<file path="src/faic_pkg.sv">
// Shared constants and types for the format and identify command ends
package faic_pkg;
  // Command block register addresses
  localparam logic [2:0] A_DATA     = 3'h0;
  localparam logic [2:0] A_FEAT_ERR = 3'h1;
  localparam logic [2:0] A_STAT_CMD = 3'h7;
  // Command and feature codes
  localparam logic [7:0] CMD_FORMAT     = 8'hf7;
  localparam logic [7:0] CMD_ERASE_PREP = 8'hf3;
  localparam logic [7:0] CMD_IDENTIFY   = 8'hec;
  localparam logic [7:0] FEAT_FORMAT    = 8'h11;
  // Status bit positions
  localparam int ST_BUSY = 7;
  localparam int ST_RDY  = 6;
  localparam int ST_DF   = 5;
  localparam int ST_DSC  = 4;
  localparam int ST_DRQ  = 3;
  localparam int ST_ERR  = 0;
  // Error bit positions
  localparam int ER_UNC = 6;
  localparam int ER_IDN = 4;
  localparam int ER_ABT = 2;
  localparam int ER_AMN = 0;
  // Values after reset
  localparam logic [7:0] STATUS_RST = 8'h50;
  localparam logic [7:0] ERROR_RST  = 8'h00;
  // Identification sector layout
  localparam int          ID_WORDS   = 256;
  localparam logic [15:0] ID_W0_HARD = 16'h045a;
  localparam logic [15:0] ID_W0_SOFT = 16'h045e;
  localparam logic [15:0] ID_W2      = 16'h37c8;
  localparam logic [15:0] ID_W6      = 16'h003f;
  localparam logic [15:0] ID_W20     = 16'h0003;
  localparam logic [15:0] ID_W22     = 16'h0034;
  localparam logic [15:0] ID_W47     = 16'h8010;
  localparam int          FIFO_DEPTH = 4;
  // Fault kinds reported by the media side during a format
  typedef enum logic [1:0] {
    FLT_NONE = 2'b00,
    FLT_UNC  = 2'b01,
    FLT_IDN  = 2'b10,
    FLT_AMN  = 2'b11
  } faic_fault_t;
endpackage : faic_pkg

</file>
<file path="src/faic_if.sv">
// Command block register port between host and device
`timescale 1ns/100ps
`default_nettype none
interface faic_if;
  logic [2:0]  addr;
  logic [15:0] wdata;
  logic        wr;
  logic        rd;
  logic [15:0] rdata;
  modport device (input addr, input wdata, input wr, input rd, output rdata);
  modport host   (output addr, output wdata, output wr, output rd, input rdata);
endinterface : faic_if
`default_nettype wire

</file>
<file path="src/faic_device.sv">
// Device end: command decode, format sequencer and identification FIFO
`timescale 1ns/100ps
`default_nettype none
module faic_fifo #(
  parameter int W = 16,
  parameter int D = 4
) (
  input  wire logic         mclk,
  input  wire logic         rst_n,
  input  wire logic         in_valid,
  output logic              in_ready,
  input  wire logic [W-1:0] in_data,
  output logic              out_valid,
  input  wire logic         out_ready,
  output logic [W-1:0]      out_data
);
  localparam int AW = (D > 1) ? $clog2(D) : 1;
  // Depth must be a power of two for the wrapping pointers
  if (D < 2 || (D & (D - 1)) != 0) begin : g_bad_depth
    $error("faic_fifo depth must be a power of two >= 2");
  end
  logic [W-1:0] mem [D];
  logic [AW-1:0] wp_q, wp_d, rp_q, rp_d;
  logic [AW:0]   cnt_q, cnt_d;
  logic          push, pop;
  // Pointer and fill count updates
  always_comb begin
    push  = in_valid && in_ready;
    pop   = out_valid && out_ready;
    wp_d  = push ? wp_q + 1'b1 : wp_q;
    rp_d  = pop ? rp_q + 1'b1 : rp_q;
    cnt_d = cnt_q + {{AW{1'b0}}, push} - {{AW{1'b0}}, pop};
  end
  always_ff @(posedge mclk or negedge rst_n) begin
    if (!rst_n) begin
      wp_q  <= '0;
      rp_q  <= '0;
      cnt_q <= '0;
    end else begin
      wp_q  <= wp_d;
      rp_q  <= rp_d;
      cnt_q <= cnt_d;
    end
  end
  // Storage, no reset needed
  always_ff @(posedge mclk) begin
    if (push) mem[wp_q] <= in_data;
  end
  assign in_ready  = (cnt_q != D[AW:0]);
  assign out_valid = (cnt_q != '0);
  assign out_data  = mem[rp_q];
endmodule : faic_fifo

module faic_device
  import faic_pkg::*;
#(
  parameter logic [31:0] NATIVE_MAX_LBA = 32'h0000_ffff,
  parameter logic [15:0] CYLINDERS      = 16'h3fff,
  parameter logic [15:0] HEADS          = 16'h0010,
  parameter logic [15:0] BUF_UNITS      = 16'h0100,
  parameter logic [15:0] SERIAL_WORD    = 16'h2020,
  parameter bit          SOFT_SECTORED  = 1'b0
) (
  input  wire logic                 mclk,
  input  wire logic                 rst_n,
  faic_if.device                    bus,
  input  wire logic                 reassign_add,
  input  wire faic_pkg::faic_fault_t media_fault,
  input  wire logic                 dev_fault,
  output logic                      sector_wr,
  output logic [31:0]               sector_lba,
  output logic [15:0]               defect_count,
  output logic [15:0]               reassign_count
);
  import faic_pkg::*;

  // A zero native maximum would format only the sector at LBA 0
  if (NATIVE_MAX_LBA == 32'h0) begin : g_bad_max
    $error("faic_device native max LBA must be non-zero");
  end

  typedef enum logic [1:0] {
    S_IDLE  = 2'b00,
    S_MERGE = 2'b01,
    S_INIT  = 2'b10,
    S_IDENT = 2'b11
  } faic_state_t;

  faic_state_t  st_q, st_d;
  logic [7:0]   status_q, status_d, error_q, error_d, feature_q, feature_d;
  logic         prep_ok_q, prep_ok_d, wr_q, wr_d;
  logic [31:0]  lba_q, lba_d;
  logic [15:0]  defect_q, defect_d, reassign_q, reassign_d, rdata_q, rdata_d;
  logic [8:0]   prod_q, prod_d, pop_q, pop_d;
  logic         f_in_valid, f_in_ready, f_out_valid, f_pop;
  logic [15:0]  f_out_data, id_word;
  logic         cmd_wr, data_rd;

  // Identification word contents for words 0 to 47
  always_comb begin
    unique case (prod_q[7:0]) inside
      8'd0:         id_word = SOFT_SECTORED ? ID_W0_SOFT : ID_W0_HARD;
      8'd1:         id_word = CYLINDERS;
      8'd2:         id_word = ID_W2;
      8'd3:         id_word = HEADS;
      8'd6:         id_word = ID_W6;
      [8'd10:8'd19]: id_word = SERIAL_WORD;
      8'd20:        id_word = ID_W20;
      8'd21:        id_word = BUF_UNITS;
      8'd22:        id_word = ID_W22;
      8'd47:        id_word = ID_W47;
      default:      id_word = 16'h0000;
    endcase
  end

  // Producer fills the FIFO while the sector is still incomplete
  assign f_in_valid = (st_q == S_IDENT) && !prod_q[8];
  assign cmd_wr     = bus.wr && (bus.addr == A_STAT_CMD) && !status_q[ST_BUSY];
  assign data_rd    = bus.rd && (bus.addr == A_DATA) && (st_q == S_IDENT);
  assign f_pop      = data_rd && f_out_valid;

  faic_fifo #(
    .W (16),
    .D (FIFO_DEPTH)
  ) u_fifo (
    .mclk      (mclk),
    .rst_n     (rst_n),
    .in_valid  (f_in_valid),
    .in_ready  (f_in_ready),
    .in_data   (id_word),
    .out_valid (f_out_valid),
    .out_ready (f_pop),
    .out_data  (f_out_data)
  );

  // Command decode and sequencing
  always_comb begin
    st_d       = st_q;
    status_d   = status_q;
    error_d    = error_q;
    feature_d  = feature_q;
    prep_ok_d  = prep_ok_q;
    lba_d      = lba_q;
    defect_d   = defect_q;
    reassign_d = reassign_q + {15'h0000, reassign_add};
    prod_d     = prod_q + {8'h00, f_in_valid && f_in_ready};
    pop_d      = pop_q + {8'h00, f_pop};
    wr_d       = 1'b0;
    if (bus.wr && bus.addr == A_FEAT_ERR && !status_q[ST_BUSY]) feature_d = bus.wdata[7:0];
    unique case (st_q)
      S_IDLE: begin
        if (cmd_wr) begin
          prep_ok_d = (bus.wdata[7:0] == CMD_ERASE_PREP);
          error_d   = ERROR_RST;
          status_d  = STATUS_RST;
          if (bus.wdata[7:0] == CMD_FORMAT) begin
            if (prep_ok_q && feature_q == FEAT_FORMAT) begin
              st_d              = S_MERGE;
              status_d[ST_BUSY] = 1'b1;
            end else begin
              error_d[ER_ABT]  = 1'b1;
              status_d[ST_ERR] = 1'b1;
            end
          end else if (bus.wdata[7:0] == CMD_IDENTIFY) begin
            st_d              = S_IDENT;
            status_d[ST_BUSY] = 1'b1;
            prod_d            = 9'h000;
            pop_d             = 9'h000;
          end else if (bus.wdata[7:0] != CMD_ERASE_PREP) begin
            error_d[ER_ABT]  = 1'b1;
            status_d[ST_ERR] = 1'b1;
          end
        end
      end
      S_MERGE: begin
        // Fold and clear in one step; a new reassignment is kept
        defect_d   = defect_q + reassign_q;
        reassign_d = {15'h0000, reassign_add};
        lba_d      = 32'h0000_0000;
        st_d       = S_INIT;
      end
      S_INIT: begin
        wr_d  = 1'b1;
        lba_d = lba_q + 32'h0000_0001;
        if (media_fault != FLT_NONE || dev_fault) begin
          error_d[ER_UNC]  = (media_fault == FLT_UNC);
          error_d[ER_IDN]  = (media_fault == FLT_IDN);
          error_d[ER_AMN]  = (media_fault == FLT_AMN);
          status_d         = STATUS_RST;
          status_d[ST_DF]  = dev_fault;
          status_d[ST_ERR] = 1'b1;
          st_d             = S_IDLE;
        end else if (lba_q == NATIVE_MAX_LBA) begin
          status_d = STATUS_RST;
          st_d     = S_IDLE;
        end
      end
      S_IDENT: begin
        if (f_pop && pop_q == 9'(ID_WORDS - 1)) st_d = S_IDLE;
      end
    endcase
    // Data request only during an identification transfer
    status_d[ST_DRQ] = (st_d == S_IDENT) && f_out_valid;
    if (st_q == S_IDENT) status_d[ST_BUSY] = (st_d == S_IDENT) && !f_out_valid;
  end

  // Read answers, registered one cycle after the strobe
  always_comb begin
    rdata_d = rdata_q;
    if (bus.rd) begin
      unique case (bus.addr)
        A_DATA:     rdata_d = f_pop ? f_out_data : 16'h0000;
        A_FEAT_ERR: rdata_d = {8'h00, error_q};
        A_STAT_CMD: rdata_d = {8'h00, status_q};
        default:    rdata_d = 16'h0000;
      endcase
    end
  end

  always_ff @(posedge mclk or negedge rst_n) begin
    if (!rst_n) begin
      st_q       <= S_IDLE;
      status_q   <= STATUS_RST;
      error_q    <= ERROR_RST;
      feature_q  <= 8'h00;
      prep_ok_q  <= 1'b0;
      lba_q      <= 32'h0000_0000;
      defect_q   <= 16'h0000;
      reassign_q <= 16'h0000;
      prod_q     <= 9'h000;
      pop_q      <= 9'h000;
      wr_q       <= 1'b0;
      rdata_q    <= 16'h0000;
    end else begin
      st_q       <= st_d;
      status_q   <= status_d;
      error_q    <= error_d;
      feature_q  <= feature_d;
      prep_ok_q  <= prep_ok_d;
      lba_q      <= lba_d;
      defect_q   <= defect_d;
      reassign_q <= reassign_d;
      prod_q     <= prod_d;
      pop_q      <= pop_d;
      wr_q       <= wr_d;
      rdata_q    <= rdata_d;
    end
  end

  // Outputs straight from flops
  always_ff @(posedge mclk or negedge rst_n) begin
    if (!rst_n) begin
      sector_lba <= 32'h0000_0000;
    end else if (st_q == S_INIT) begin
      sector_lba <= lba_q;
    end
  end
  assign sector_wr      = wr_q;
  assign defect_count   = defect_q;
  assign reassign_count = reassign_q;
  assign bus.rdata      = rdata_q;
endmodule : faic_device
`default_nettype wire

</file>
<file path="src/flat_wrapper.sv">
// flat-port wrapper written by rule: the top's interface ports become plain ports
module faic_device_flat import faic_pkg::*;
#(
  parameter logic [31:0] NATIVE_MAX_LBA = 32'h0000_ffff,
  parameter logic [15:0] CYLINDERS      = 16'h3fff,
  parameter logic [15:0] HEADS          = 16'h0010,
  parameter logic [15:0] BUF_UNITS      = 16'h0100,
  parameter logic [15:0] SERIAL_WORD    = 16'h2020,
  parameter bit          SOFT_SECTORED  = 1'b0
)
  (mclk, rst_n, reassign_add, media_fault, dev_fault, sector_wr, sector_lba, defect_count, reassign_count, bus_addr, bus_wdata, bus_wr, bus_rd, bus_rdata);
  faic_if bus_i ();
  input  wire logic mclk;
  input  wire logic rst_n;
  input  wire logic reassign_add;
  input  wire faic_pkg::faic_fault_t media_fault;
  input  wire logic dev_fault;
  output logic sector_wr;
  output logic [31:0] sector_lba;
  output logic [15:0] defect_count;
  output logic [15:0] reassign_count;
  input wire logic [$bits(bus_i.addr)-1:0] bus_addr;
  input wire logic [$bits(bus_i.wdata)-1:0] bus_wdata;
  input wire logic [$bits(bus_i.wr)-1:0] bus_wr;
  input wire logic [$bits(bus_i.rd)-1:0] bus_rd;
  output wire logic [$bits(bus_i.rdata)-1:0] bus_rdata;
  assign bus_i.addr = bus_addr;
  assign bus_i.wdata = bus_wdata;
  assign bus_i.wr = bus_wr;
  assign bus_i.rd = bus_rd;
  assign bus_rdata = bus_i.rdata;
  faic_device #(.NATIVE_MAX_LBA(NATIVE_MAX_LBA), .CYLINDERS(CYLINDERS), .HEADS(HEADS), .BUF_UNITS(BUF_UNITS), .SERIAL_WORD(SERIAL_WORD), .SOFT_SECTORED(SOFT_SECTORED)) u_core (.mclk(mclk), .rst_n(rst_n), .bus(bus_i), .reassign_add(reassign_add), .media_fault(media_fault), .dev_fault(dev_fault), .sector_wr(sector_wr), .sector_lba(sector_lba), .defect_count(defect_count), .reassign_count(reassign_count));
endmodule
</file>
<file path="config.mk">
export PLATFORM = sky130hd
export DESIGN_NAME = faic_device_flat
export DESIGN_NICKNAME = d
export VERILOG_FILES = /design/src/faic_pkg.sv /design/src/faic_if.sv /design/src/faic_device.sv /design/src/flat_wrapper.sv
export SDC_FILE = /design/constraint.sdc
export NUM_CORES = 1
export LEC_CHECK = 0
export CAP_MARGIN = 15
export CORE_ASPECT_RATIO = 0.9
export CORE_MARGIN = 2
export CORE_UTILIZATION = 40
export CTS_BUF_LIST = sky130_fd_sc_hd__clkbuf_8 sky130_fd_sc_hd__clkbuf_16
export DETAILED_ROUTE_END_ITERATION = 16
export DONT_BUFFER_PORTS = 1
export PLACE_DENSITY = 0.55
export SLEW_MARGIN = 20
export SYNTH_ARGS = -nofsm -noshare
export SYNTH_HDL_FRONTEND = slang
export SYNTH_SLANG_ARGS = --single-unit
</file>
<file path="constraint.sdc">
create_clock -name mclk -period 2.9 [get_ports mclk]
set_input_delay 0.58 -clock mclk [delete_from_list [all_inputs] [get_ports mclk]]
set_output_delay 0.58 -clock mclk [all_outputs]
set_load 0.005 [all_outputs]
</file>
== Word level (Yosys, flattened, before mapping) ==
Memories as Yosys holds them, arrays and structs flattened.
Cells that the tools add are included.

* Bits in registers: 161
* Memory bits (writable): 64
* Memories kept: 1

* Add/sub/neg operators: 9
* $lt $le $gt $ge: 2
* Equality and inequality tests: 30
* Muxes and demuxes: 43
* Reductions and logical operators: 31

{| class="wikitable"
|+ Memory list
! memory !! depth !! width !! read ports !! clocked after memory_dff !! write ports !! RTL line !! RTL
|-
| u_core.u_fifo.mem || 4 || 16 || 1 || 0 || 1 || faic_device.sv:22 || <nowiki>logic [W-1:0] mem [D];</nowiki>
|}

{| class="wikitable"
|+ Operators by type and width
! kind !! count
|-
| case mux 16 bit (10 select lines) || 1
|-
| two-way mux 9 bit || 8
|-
| case mux 32 bit (2 select lines) || 1
|-
| case mux 16 bit (3 select lines) || 1
|-
| adder 32 x 1 -> 32 bit (second input constant) || 1
|-
| == test 32 x 16 -> 1 bit (second input constant) || 1
|-
| == test 8 x 5 -> 1 bit (second input constant) || 4
|-
| two-way mux 16 bit || 2
|-
| == test 8 bit (second input constant) || 3
|-
| two-way mux 8 bit || 3
|-
| adder 9 x 1 -> 9 bit || 2
|-
| adder 16 x 1 -> 16 bit || 1
|-
| adder 16 bit || 1
|-
| == test 8 x 2 -> 1 bit (second input constant) || 2
|-
| case mux 8 bit (2 select lines) || 1
|-
| logical AND 1 bit || 15
|-
| two-way mux 1 bit || 14
|-
| two-way mux 2 bit || 7
|-
| == test 2 bit (second input constant) || 5
|-
| == test 9 x 8 -> 1 bit (second input constant) || 1
|-
| AND reduction 3 bit || 3
|-
| == test 8 x 1 -> 1 bit (second input constant) || 1
|-
| == test 8 x 3 -> 1 bit (second input constant) || 1
|-
| == test 8 x 6 -> 1 bit (second input constant) || 1
|-
| other kinds (24) || 35
|}

== Logic depth before layout (Yosys ltp) ==
Gate-level depths: netlist (run 1).

* Depth in word-level cells: 10
* Gate-level depth with buffers: 11
* Mapped depth without buffers: 10

== By module ==
From an unflattened synthesis (run 1), not the netlist that was laid out.

* Cells, all modules: 888
* Area, all modules: 10577.6 µm²

{| class="wikitable"
|+ By module, submodules not included
! module !! instances !! cells each !! area an instance (µm²) !! seq. area each (µm²)
|-
| faic_device || 1 || 762 || 7757.4 || 3779.9
|-
| faic_fifo || 1 || 126 || 2820.2 || 2097.0
|}

== Least setup slack after synthesis (run 1) ==
No wires, ideal clock.

* Path kind: input to register
* Start point: in bus_addr[1]
* End point: reg u_core.u_fifo.cnt_q[2]
* Setup time: 123 ps
* Arrival time: 2763 ps
* Required time: 2777 ps
* Setup slack: 15 ps
* Stages: 11
* Buffers on the path: 2
* Cells stage by stage: nor2_1 -> nor4bb_1 -> and2_1 -> clkbuf_1 -> buf_2 -> ha_1 -> inv_1 -> ha_1 -> fa_1 -> xnor2_1 -> xnor2_1

* Word-level cells in the longest chain between the ends: 6

{| class="wikitable"
|+ RTL lines
! item !! RTL line !! RTL
|-
| start: declaration || flat_wrapper.sv:22 || <nowiki>input wire logic [$bits(bus_i.addr)-1:0] bus_addr;</nowiki>
|-
| logical NOT 3 bit || faic_device.sv:119 || <nowiki>assign data_rd = bus.rd && (bus.addr == A_DATA) && (st_q == S_IDENT);</nowiki>
|-
| logical AND 1 bit (2 in a row) || faic_device.sv:119 ||
|-
| logical AND 1 bit || faic_device.sv:120 || <nowiki>assign f_pop = data_rd && f_out_valid;</nowiki>
|-
| logical AND 1 bit || faic_device.sv:29 || <nowiki>pop = out_valid && out_ready;</nowiki>
|-
| via u_core.u_fifo.pop || faic_device.sv:25 || <nowiki>logic push, pop;</nowiki>
|-
| subtractor 3 x 1 -> 3 bit || faic_device.sv:32 || <nowiki>cnt_d = cnt_q + {{AW{1'b0}}, push} - {{AW{1'b0}}, pop};</nowiki>
|-
| via u_core.u_fifo.cnt_d[2] || faic_device.sv:24 || <nowiki>logic [AW:0] cnt_q, cnt_d;</nowiki>
|-
| end signal: assignment || faic_device.sv:42 || <nowiki>cnt_q <= cnt_d;</nowiki>
|-
| end: declaration || faic_device.sv:24 ||
|}

The timed path passes the listed nets, and every way through them passes these cells.
A chain may end at the register's enable or synchronous reset.

== Worst setup path after layout (run 1) ==
* Start point: reg u_core.st_q[1]
* End point: reg u_core.lba_q[24]

* Word-level cells in the longest chain between the ends: 2
* Elaborated cells between the ends (all ways): 4
* Classes of those cells: eq/ne (2); mux (1); reduce/logical (1)

{| class="wikitable"
|+ RTL lines
! item !! RTL line !! RTL
|-
| start: declaration || faic_device.sv:89 || <nowiki>faic_state_t st_q, st_d;</nowiki>
|-
| start signal: assignment || faic_device.sv:235 || <nowiki>st_q <= st_d;</nowiki>
|-
| == test 2 bit or == test 2 x 1 -> 1 bit (tied branches) || faic_device.sv:150 || <nowiki>unique case (st_q)</nowiki>
|-
| case mux 32 bit (2 select lines) or nonzero test 2 bit (tied branches) || n/a ||
|-
| end signal: assignment || faic_device.sv:240 || <nowiki>lba_q <= lba_d;</nowiki>
|-
| end: declaration || faic_device.sv:92 || <nowiki>logic [31:0] lba_q, lba_d;</nowiki>
|}

Several ways; a longest one is shown, not always the timed one.

==> run metrics, run 1 <==
area grow syn2layout 13.0%; Die Y approximately 150 um; transition time at the pin with the least slew margin 714 ps; RSZ-0062 raised after global routing no; flip-flop cell with the highest count after synthesis sky130_fd_sc_hd__dfrtp_1; Worst Reg-to-Reg Cells 7; worst slew slack as a fraction of its limit 0.524; period utilization 0.832; GR Util met1 0.231; detailed-route wire length per cell between 15 and 20 um; number of standard-cell rows in the floorplan 54; total number of nets in the final design between 900 and 1,000; clock latency of the later-clocked register in the worst-skew pair between 500 and 600 ps; register-to-register setup slack between 400 and 500 ps; number of antenna violations at the first check in global routing 0; overall track demand over capacity in global routing 0.164; ratio of cells with drive above 1 in the final layout 0.149; Die ar. roughly 0.026 mm2; mux share of post-synthesis cell area 0.0891; initial cell density of the core 0.406; post_cts resized 0; Cells after Synth 867; buffer levels on the longest clock path 3; post-synthesis register bit count 204; sink count of the clock tree a little over 200; number of max-slew violations in the final report 0; detailed-placement wirelength estimate 14,300 um; maximum frequency from static timing analysis 414 MHz; count of max-cap constraint violations 0; Syn Area/Cell about 11 um2; portion of synthesized cell area occupied by the leading cell type 0.394; worst setup path start u_core.st_q[1]$_DFF_PN0_; required time at the endpoint of the critical path ~3300 ps; overflow left after global routing 0; residual DRC count 0; post-CTS repair timing setup buffer count 0; leakage power of the design between 4 and 5 nW; Post-Syn Area around 0.0099 mm2; syn_nets between 900 and 1,000; post-detailed-routing wire length ~21,000 um; total negative slack 0 ps; CP arrival around 2900 ps; nature of the critical path startpoint flop; Boundary Pins between 100 and 150; Worst R2R End u_core.lba_q[24]$_DFFE_PN0P_; most frequent cells after synthesis sky130_fd_sc_hd__dfrtp_1 (155), sky130_fd_sc_hd__nor2_1 (83), sky130_fd_sc_hd__nand2_1 (52); DIE WIDTH ~170 um; critical path endpoint category flop; filler instances 2,180; CTS Root Cell sky130_fd_sc_hd__clkbuf_16; share of synthesized cell area in full adder, half adder and majority cells 0.0447; final clock skew about 8.6 ps; critical path fanouts, max 13; Worst Hold Slack -231 ps; wire length of the first global-routing pass 34,700 um; diode count 0; Compound-Gate Fraction of Synth Area 0.0818; failing checks hold timing; worst setup path end u_core.lba_q[24]$_DFFE_PN0P_; largest family of logic cells by synthesized area simple AND/OR/NAND/NOR gates; largest net degree at the start of global routing approximately 160; Area contributors post-synth sky130_fd_sc_hd__dfrtp_1 (39%), sky130_fd_sc_hd__edfxtp_1 (15%), sky130_fd_sc_hd__mux2_2 (5.7%), sky130_fd_sc_hd__ha_1 (4.1%), sky130_fd_sc_hd__nor2_1 (3.2%); status finished, violations left; Seq/Total Area, Yosys 0.543; Global Route met3 Usage 0.0383; async set-or-reset flop fraction in the synthesized netlist 0.765; Antenna Violating Nets Remaining 0; number of synthesis warnings 0; area leader, netlist sky130_fd_sc_hd__dfrtp_1; area of the core around 0.024 mm2; Fin. Hold Viols between 150 and 200; EDFF count, synth 48; count of distinct cell types in the synthesized netlist 70; met2 Use GR 0.257; CP Class flop to flop; most numerous cell in the Yosys netlist sky130_fd_sc_hd__dfrtp_1; total CTS buffers 24; DR vias between 6,000 and 7,000; final number of setup-violating endpoints 0; highest-utilization routing layer at the global route stage met2; violation count after the first detailed-routing iteration 350; maximum resistive drop on vdd between 0.0004 and 0.0005 V; number of port buffers 0; clock slew at the register clock pins of the worst setup and hold paths 60 ps; number of levels the H-tree was split into 1; CTS tree done; vias in the first global route approximately 6,500; synthesized-area fraction occupied by xor and xnor cells 0.0507; Final Critical Period about 2400 ps; Crit Reg-Reg Startpoint u_core.st_q[1]$_DFF_PN0_; simple-gate portion of the synthesized area 0.159; min-delay worst type primary input to asynchronous set/reset pin; total power density per cell area between 600 and 700 mW/mm2; weighted congestion reported at the end of routability-driven placement between 0.7 and 0.8; Initial DRT Pass Iterations 5; DR vias/cell approximately 5.4
==> flip-flops by register name, summed over array words and instances, names as in the netlist, 9 cells and up <==
register / count
u_core.bus.rdata: 14
u_core.defect_count: 16
u_core.lba_q: 32
u_core.pop_q: 9
u_core.prod_q: 9
u_core.reassign_count: 16
u_core.sector_lba: 32
u_core.u_fifo.mem: 48
==> layout by cell type, fill, tap and decap left out, types with 12 or more instances in the layout <==
cell	n
sky130_fd_sc_hd__ha_1	31
sky130_fd_sc_hd__nand4_1	20
sky130_fd_sc_hd__dfrtp_1	155
sky130_fd_sc_hd__a21oi_1	28
sky130_fd_sc_hd__clkbuf_16	26
sky130_fd_sc_hd__nor2_1	83
sky130_fd_sc_hd__xnor2_1	31
sky130_fd_sc_hd__edfxtp_1	48
sky130_fd_sc_hd__inv_1	50
sky130_fd_sc_hd__nand2_1	52
sky130_fd_sc_hd__nor2b_1	15
sky130_fd_sc_hd__xor2_1	26
sky130_fd_sc_hd__o21ai_0	29
sky130_fd_sc_hd__nand3_1	40
sky130_fd_sc_hd__buf_4	18
sky130_fd_sc_hd__or3_1	12
sky130_fd_sc_hd__mux2_2	50
sky130_fd_sc_hd__mux4_2	12
sky130_fd_sc_hd__and3_1	18
==> logic make-up after synthesis <==
family | count (synthesis)
AND/OR/NAND/NOR | 298
flip-flops | 204
AO/OA/AOI/OAI | 127
buffers and inverters | 80
multiplexers | 66
XOR/XNOR | 57
adder cells (fa/ha/maj) | 34
other | 1
==> per-layer routing <==
layer	vias up	share of wire
li1	3142	-
met1	3168	0.48
met2	128	0.45
met3	24	0.052
met4	0	0.019
met5	-	0
==> critical path, stage by stage, from the launching register on <==
cell                      delay (ps)
sky130_fd_sc_hd__dfrtp_1         390
sky130_fd_sc_hd__inv_1           110
sky130_fd_sc_hd__ha_1            340
sky130_fd_sc_hd__buf_4           200
sky130_fd_sc_hd__nand3_1         130
sky130_fd_sc_hd__or4_1           680
sky130_fd_sc_hd__or3_1           360
sky130_fd_sc_hd__a21oi_1         140
==> worst min-delay path by stage <==
stage,slack (ps),start,to,cells after the start
6_report,-230,rst_n,u_core.reassign_count[2]$_DFF_PN0_,0
5_1_grt,-260,rst_n,u_core.reassign_count[2]$_DFF_PN0_,0
4_1_cts,-260,rst_n,u_core.reassign_count[1]$_DFF_PN0_,0
3_5_place_dp,290,rst_n,u_core.reassign_count[1]$_DFF_PN0_,0
3_3_place_gp,290,rst_n,u_core.reassign_count[3]$_DFF_PN0_,0
2_1_floorplan,280,rst_n,u_core.bus.rdata[0]$_DFFE_PN0P_,0
==> report_power, final <==
group	total (mW)	internal (mW)	switching, mW
sequential	3.15	3.03	0.118
combinational	0.474	0.228	0.246
clock	3.27	2.09	1.18
==> cell type report <==
type                       instances  area [um2]  area share
clock inverter                    13         159      0.0143
clock buffer                      31         719      0.0646
tap                              308         385      0.0346
sequential                       204        5350       0.480
multi-input combinational        583        4200       0.378
timing repair buffer              18         135      0.0121
inverter                          48         181      0.0163
==> through the flow <==
| step | util | total power, mW | instances | setup WS [ps] | instance area, um2 |
|---|---|---|---|---|---|
| global placement | 0.422 | 3.67 | 1161 | 481 | 10200 |
| CTS | 0.459 | 6.99 | 1205 | 421 | 11100 |
| floorplan | - | 3.55 | 867 | 14.6 | 9850 |
| global route | 0.459 | 7.18 | 1205 | 251 | 11100 |
| detailed placement | 0.422 | 3.68 | 1161 | 435 | 10200 |
| finish | 0.459 | 6.89 | 1205 | 486 | 11100 |
Power figures use the tool's default switching activity.
==> run 2, diff against run 1 <==
ABC_AREA = 1   (was default)
PLACE_DENSITY = 0.57   (was 0.55)
clock period = 2.21 ns   (was 2.9 ns; I/O delays follow)
==> run 2 against run 1 <==
Worst setup slack lost 420 ps. Wire length grew 11%. The flow still finishes with violations (hold timing). Critical endpoint is now u_core.u_fifo.cnt_q[2]$_DFF_PN0_. Non-clock buffer count grew 25. Hold slack lost 160 ps. Synthesized cell count grew 34%. Critical path type unchanged. Count of clock-buffer cells in the layout shrank 2. Sequential power grew 40%. Area after synthesis grew 2.6%. Global-route usage grew 1.4 points. First-iteration DRC count grew 55%.
==> run metrics, run 2 <==
Initial DRT Pass Iterations 5; count of distinct cell types in the synthesized netlist 56; stages on the worst setup path 10; required time at the endpoint of the critical path 2600 ps; Worst Hold Slack -392 ps; diode count 0; CP arrival roughly 2500 ps; ratio of cells with drive above 1 in the final layout 0.121; most frequent CP cell sky130_fd_sc_hd__ha_4; DIE WIDTH 172 um; residual DRC count 0; status finished, violations left; filler instances 2,402; syn_nets ~1,200; count of max-cap constraint violations 0; maximum frequency from static timing analysis 468 MHz; violation count after the first detailed-routing iteration about 540; Final Critical Period ~2100 ps; DR vias/cell between 4 and 5; nature of the critical path startpoint flop; chain of cells forming the critical path buf_6, ha_4, nand4_1, nor2_4, ha_4, inv_2, ha_4, fa_2, xnor2_2, xor2_1; Syn Area/Cell 8.72 um2; Cells after Synth approximately 1,200; post-detailed-routing wire length approximately 23,000 um; number of levels the H-tree was split into 1; number of port buffers 0; Largest stage delay, worst path approximately 400 ps; Die Y between 150 and 200 um; area of the core 0.0250 mm2; total number of nets in the final design 1,258; CTS tree done; detailed-placement wirelength estimate about 16,000 um; maximum resistive drop on vdd around 0.00048 V; Die ar. 0.0266 mm2; leading cell type in the layout, fill and taps excluded sky130_fd_sc_hd__nand2_1; number of placed instances, taps included approximately 1,500; largest net degree at the start of global routing roughly 160; sink count of the clock tree ~200; CP Class flop to flop; Global Route met3 Usage 0.0330; number of hold buffers added after cts 1; transition time at the pin with the least slew margin 588 ps; total power density per cell area about 800 mW/mm2; Fin. Hold Viols between 150 and 200; post-route cell area between 0.01 and 0.015 mm2; critical path fanouts, max 3; post-synthesis register bit count between 200 and 250; count of buffer and inverter cells on the critical path 2; Boundary Pins roughly 110; area grow syn2layout 16.2%; initial cell density of the core 0.405; min-delay worst type primary input to asynchronous set/reset pin; number of standard-cell rows in the floorplan between 50 and 60; period utilization 0.968; area of placed instances ~0.011 mm2; largest registers u_core.u_fifo.mem (48), u_core.lba_q (32), u_core.sector_lba (32); worst slew slack as a fraction of its limit 0.605; EDFF count, synth 48; number of antenna violations at the first check in global routing 0; highest-utilization routing layer at the global route stage met2; overflow left after global routing 0; met2 Use GR 0.269; wire length of the first global-routing pass between 30,000 and 40,000 um; RSZ-0062 raised after global routing yes; total negative slack 0 ps; non-filler cells in the finished layout approximately 1,600; Antenna Violating Nets Remaining 0; DR vias 7,728; Seq/Total Area, Yosys 0.529; final clock skew 23.4 ps; area leader, netlist sky130_fd_sc_hd__dfrtp_1; GR Util met1 0.263; number of max-slew violations in the final report 0; leakage power of the design 5.43 nW; most numerous cell in the Yosys netlist sky130_fd_sc_hd__nand2_1; clock latency of the later-clocked register in the worst-skew pair 520 ps; Largest Register u_core.u_fifo.mem; flip-flop cell with the highest count after synthesis sky130_fd_sc_hd__dfrtp_1; vias in the first global route roughly 7,300; detailed-route wire length per cell around 15 um; Post-Syn Area 0.0101 mm2; Largest register FFs 48; portion of synthesized cell area occupied by the leading cell type 0.384; critical path endpoint category flop; final total power just under 10 mW; number of synthesis warnings 0; overall track demand over capacity in global routing 0.178; Worst Reg-to-Reg Cells 10; weighted congestion reported at the end of routability-driven placement between 0.8 and 0.9; failing checks hold timing; final number of setup-violating endpoints 0; most frequent cells after synthesis sky130_fd_sc_hd__nand2_1 (230), sky130_fd_sc_hd__inv_1 (158), sky130_fd_sc_hd__dfrtp_1 (155); most frequent cells in the layout sky130_fd_sc_hd__nand2_1 (228), sky130_fd_sc_hd__inv_1 (160), sky130_fd_sc_hd__dfrtp_1 (151); buffer levels on the longest clock path 3; Worst path slowest cell sky130_fd_sc_hd__dfrtp_1; async set-or-reset flop fraction in the synthesized netlist 0.765; CTS Root Cell sky130_fd_sc_hd__clkbuf_16; Area contributors post-synth sky130_fd_sc_hd__dfrtp_1 (38%), sky130_fd_sc_hd__edfxtp_1 (14%), sky130_fd_sc_hd__nand2_1 (8.5%), sky130_fd_sc_hd__inv_1 (5.9%), sky130_fd_sc_hd__o21ai_0 (5.6%); Worst path top cell family by delay adder cells; total CTS buffers 24; clock slew at the register clock pins of the worst setup and hold paths approximately 60 ps
## run 2: logic make-up (layout without fill, tap and decap cells)
group / after synthesis / count (layout) / share of synthesized area
mux: 7 / 7 / 0.00780
flops: 204 / 204 / 0.529
simple gates: 493 / 493 / 0.216
xor+xnor: 24 / 24 / 0.0208
compound gates: 201 / 201 / 0.108
fa+ha+maj: 34 / 34 / 0.0436
other cells: 1 / 1 / 0.000371
buf+inv: 195 / 251 / 0.0748
## run 2: layout make-up
type / count / area (um2) / share of cell area
clock buffers: 29 / 669 / 0.0570
clock inverters: 15 / 161 / 0.0137
inverters: 164 / 618 / 0.0527
multi-input cells: 760 / 4170 / 0.355
flip-flops and latches: 204 / 5350 / 0.456
well taps: 342 / 428 / 0.0365
repair buffers: 43 / 345 / 0.0294
## run 2: per-layer routing
| layer | up-vias | wire [um] |
|---|---|---|
| met5 | - | 0 |
| li1 | 3904 | - |
| met4 | 0 | 580 |
| met1 | 3630 | 11300 |
| met2 | 159 | 10100 |
| met3 | 35 | 1280 |
## run 2: report_power, final
part	internal [mW]	switching, mW
clock network	2.50	1.58
logic	0.461	0.660
registers	4.14	0.272
total	7.10	2.51
## run 2: repair_timing
item,CTS,global route
endpoints found under the hold margin,162,156
cloned,0,0
buffers inserted,0,4
endpoints found under the setup margin,2,31
gates resized for setup,2,35
pin swaps,0,14
## run 2: through the flow
| stage | util | setup slack, ps |
|---|---|---|
| finish | 0.470 | 71.2 |
| global route | 0.470 | -34.2 |
| CTS | 0.463 | 13.2 |
| detailed placement | 0.429 | -35.7 |
| global placement | 0.429 | 23.5 |
| floorplan | - | 16.6 |
## run 2: path summary, 6_finish.rpt
kind	startpoint	to	slack, ps
max	u_core.st_q[0]$_DFF_PN0_	u_core.u_fifo.cnt_q[2]$_DFF_PN0_	70
min	rst_n	u_core.defect_count[13]$_DFFE_PN0P_	-390
max reg2reg	u_core.st_q[0]$_DFF_PN0_	u_core.u_fifo.cnt_q[2]$_DFF_PN0_	70
min reg2reg	u_core.feature_q[5]$_DFFE_PN0P_	u_core.feature_q[5]$_DFFE_PN0P_	490
max in group asynchronous	rst_n	u_core.u_fifo.cnt_q[0]$_DFF_PN0_	2230
min in group mclk	bus_rd	u_core.bus.rdata[10]$_DFFE_PN0P_	30
==> run 3, diff against run 2 <==
CORE_UTILIZATION = 56   (was 40)
PLACE_DENSITY = 0.75   (was 0.57)
SYNTH_HIERARCHICAL = 1   (was default)
==> run 3 against run 2 <==
The run still ends with hold timing left. Sequential cell count up 18. First-iteration DRC count up 51%. Final area up 6.6%. Sequential power up 6.1%. Utilization up 19 points. Clock power down 4%. Non-clock buffer count up 20. Critical path type unchanged.
==> run metrics, run 3 <==
status finished, violations left; failing checks hold timing; number of antenna violations at the first check in global routing 0; Crit Reg-Reg Startpoint u_core/u_fifo/cnt_q[1]$_DFF_PN0_; count of max-cap constraint violations 0; Initial DRT Pass Iterations 5; wire length of the first global-routing pass 38,300 um; ratio of cells with drive above 1 in the final layout 0.132; Worst Reg-to-Reg Cells 13; chain of cells forming the critical path nor2_4, nand2_2, nand3b_1, nor2_4, nand2_2, inv_2, ha_4, inv_2, ha_4, fa_2, xnor2_2, nand2_1, nand2_1; overflow left after global routing 0; final number of setup-violating endpoints 0; number of standard-cell rows in the floorplan 48; weighted congestion reported at the end of routability-driven placement 0.885; DR vias/cell about 5.4; DIE WIDTH roughly 150 um; post-synthesis register bit count approximately 220; Compound-Gate Fraction of Synth Area 0.0927; Worst Hold Slack -369 ps; overall track demand over capacity in global routing 0.232; CTS tree done; total power density per cell area between 700 and 800 mW/mm2; register-to-register setup slack around 29 ps; required time at the endpoint of the critical path 2590 ps; residual DRC count 0; post-detailed-routing wire length around 24,000 um; maximum resistive drop on vdd roughly 0.0006 V; Area contributors post-synth sky130_fd_sc_hd__dfrtp_1 (36%), sky130_fd_sc_hd__edfxtp_1 (18%), sky130_fd_sc_hd__nand2_1 (10%), sky130_fd_sc_hd__inv_1 (5.9%), sky130_fd_sc_hd__o21ai_0 (5.1%); detailed-route wire length per cell 15.5 um; mux share of post-synthesis cell area 0.0102; Post-Syn Area 0.0109 mm2; violation count after the first detailed-routing iteration approximately 820; Worst R2R End u_core/u_fifo/cnt_q[2]$_DFF_PN0_; CP arrival roughly 2600 ps; EDFF count, synth 64; leakage power of the design roughly 6 nW; number of port buffers 0; number of max-slew violations in the final report 0; RSZ-0062 raised after global routing yes; buffer levels on the longest clock path 3; transition time at the pin with the least slew margin approximately 630 ps; Final Critical Period 2180 ps; largest family of logic cells by synthesized area simple AND/OR/NAND/NOR gates; DR vias around 8,500; Fin. Hold Viols around 160; synthesized-area fraction occupied by xor and xnor cells 0.0177; portion of synthesized cell area occupied by the leading cell type 0.361; vias in the first global route between 7,000 and 8,000; largest net degree at the start of global routing between 150 and 200; Seq/Total Area, Yosys 0.539; most frequent cells in the layout sky130_fd_sc_hd__nand2_1 (292), sky130_fd_sc_hd__inv_1 (167), sky130_fd_sc_hd__dfrtp_1 (156); worst setup timing slack at the placement stage between 5 and 6 ps; sink count of the clock tree around 220; Worst path slowest cell sky130_fd_sc_hd__dfrtp_1; diode count 0; CP Class flop to flop; largest registers u_core/u_fifo/mem (64), u_core/lba_q (32), u_core/sector_lba (32); total number of nets in the final design approximately 1,400; Largest register FFs 64; area grow syn2layout 14.9%; simple-gate portion of the synthesized area 0.222; leading cell type in the layout, fill and taps excluded sky130_fd_sc_hd__nand2_1; count of distinct cell types in the synthesized netlist 53; Finished Core Util 0.655; maximum frequency from static timing analysis between 400 and 500 MHz; detailed-placement wirelength estimate roughly 16,000 um; most numerous cell in the Yosys netlist sky130_fd_sc_hd__nand2_1; worst slew slack as a fraction of its limit 0.577; min-delay worst type primary input to asynchronous set/reset pin; area of the core about 0.019 mm2; Cells after Synth between 1,000 and 1,500; CTS Root Cell sky130_fd_sc_hd__clkbuf_16; Boundary Pins roughly 110; initial cell density of the core 0.570; critical path endpoint category flop; Largest stage delay, worst path 430 ps; Syn Area/Cell approximately 8.7 um2; async set-or-reset flop fraction in the synthesized netlist 0.712; nature of the critical path startpoint flop; number of synthesis warnings 6; Antenna Violating Nets Remaining 0; period utilization 0.987; number of levels the H-tree was split into 1; flip-flop cell with the highest count after synthesis sky130_fd_sc_hd__dfrtp_1; total CTS buffers 23; Die ar. 0.0206 mm2; area leader, netlist sky130_fd_sc_hd__dfrtp_1; final clock skew roughly 17 ps; critical path fanouts, max 3; filler instances approximately 1,500; share of synthesized cell area in full adder, half adder and majority cells 0.0416; most frequent cells after synthesis sky130_fd_sc_hd__nand2_1 (299), sky130_fd_sc_hd__inv_1 (171), sky130_fd_sc_hd__dfrtp_1 (157); clock slew at the register clock pins of the worst setup and hold paths roughly 60 ps; clock latency of the later-clocked register in the worst-skew pair 500 ps; Largest Register u_core/u_fifo/mem; worst path setup slack after routing approximately 29 ps; Die Y ~140 um
[run 3: changes by cell type in the layout (fill, tap and decap cells not counted), sizes merged, moves of 3 or more]
cell	change
xor2	-3
clkinvlp	+3
nor2	+23
buf	+21
conb	+3
edfxtp	+16
a31oi	-4
nand2	+68
inv	+9
nand3	-13
o21ai	+6
a21oi	-12
o22ai	-4
clkbuf	-4
[run 3: how the worst max path moves through the flow]
stage / startpoint / to / slack (ps)
after CTS: u_core/st_q[0]$_DFF_PN0_ / u_core/lba_q[25]$_DFFE_PN0P_ / 10
after floorplan: u_core/u_fifo/cnt_q[1]$_DFF_PN0_ / u_core/u_fifo/cnt_q[2]$_DFF_PN0_ / -60
after global placement: u_core/st_q[0]$_DFF_PN0_ / u_core/lba_q[25]$_DFFE_PN0P_ / 40
after detailed placement: u_core/st_q[1]$_DFF_PN0_ / u_core/u_fifo/cnt_q[2]$_DFF_PN0_ / 6
after global routing: u_core/reassign_count[0]$_DFF_PN0_ / u_core/reassign_count[14]$_DFF_PN0_ / -120
final: u_core/u_fifo/cnt_q[1]$_DFF_PN0_ / u_core/u_fifo/cnt_q[2]$_DFF_PN0_ / 30
[run 3: cell type report]
class	count	area, um2	share of cell area
repair buffers	63	480	0.0384
well taps	250	313	0.0250
clock buffers	25	603	0.0482
clock inverters	16	161	0.0129
flip-flops and latches	222	5880	0.470
inverters	174	653	0.0522
multi-input cells	827	4430	0.354
[run 3: cell families (layout without fill, tap and decap cells)]
group | Yosys count | count (layout)
fa+ha+maj | 35 | 35
simple gates | 568 | 568
other cells | 1 | 4
buf+inv | 205 | 278
xor+xnor | 22 | 22
compound gates | 188 | 188
mux | 10 | 10
flops | 222 | 222
[run 3: where the power goes]
part           switching (mW)  leakage, nW  internal, mW
Combinational           0.523         2.92         0.379
Clock                    1.58        0.376          2.32
Sequential              0.226         2.61          4.45
[run 3: metrics by stage]
stage                     hold WS [ps]  cell area, um2  total power, mW  cells  TNS [ps]
after global placement             151           11500             5.54   1526         0
after global routing              -389           12500             9.87   1577      -505
after detailed placement           150           11500             5.58   1526         0
after floorplan                    146           10900             5.34   1254     -64.7
after CTS                         -382           12300             9.50   1570         0
final                             -369           12500             9.48   1577         0
[run 3: worst max-delay path: cells and delay by family (launching register included)]
kind | cells | cell delay [ps]
adder cells (fa/ha/maj) | 3 | 790
AND/OR/NAND/NOR | 7 | 610
flip-flops | 1 | 430
XOR/XNOR | 1 | 150
buffers and inverters | 2 | 90
[run 3: what timing repair did]
| action | CTS | global route |
|---|---|---|
| gates cloned | 0 | 0 |
| endpoints found under the setup margin | 3 | 21 |
| hold endpoints to repair | 158 | 158 |
| gates resized for setup | 3 | 49 |
| pin swaps | 4 | 22 |
| setup buffers | 3 | 7 |
[run 3: layer usage]
| metal | vias to the layer above | track usage | routed length, um |
|---|---|---|---|
| met2 | 226 | 0.360 | 11300 |
| met4 | 0 | 0.0566 | 480 |
| li1 | 4190 | - | - |
| met3 | 35 | 0.0423 | 1470 |
| met1 | 4030 | 0.342 | 11200 |
| met5 | - | 0 | 0 |
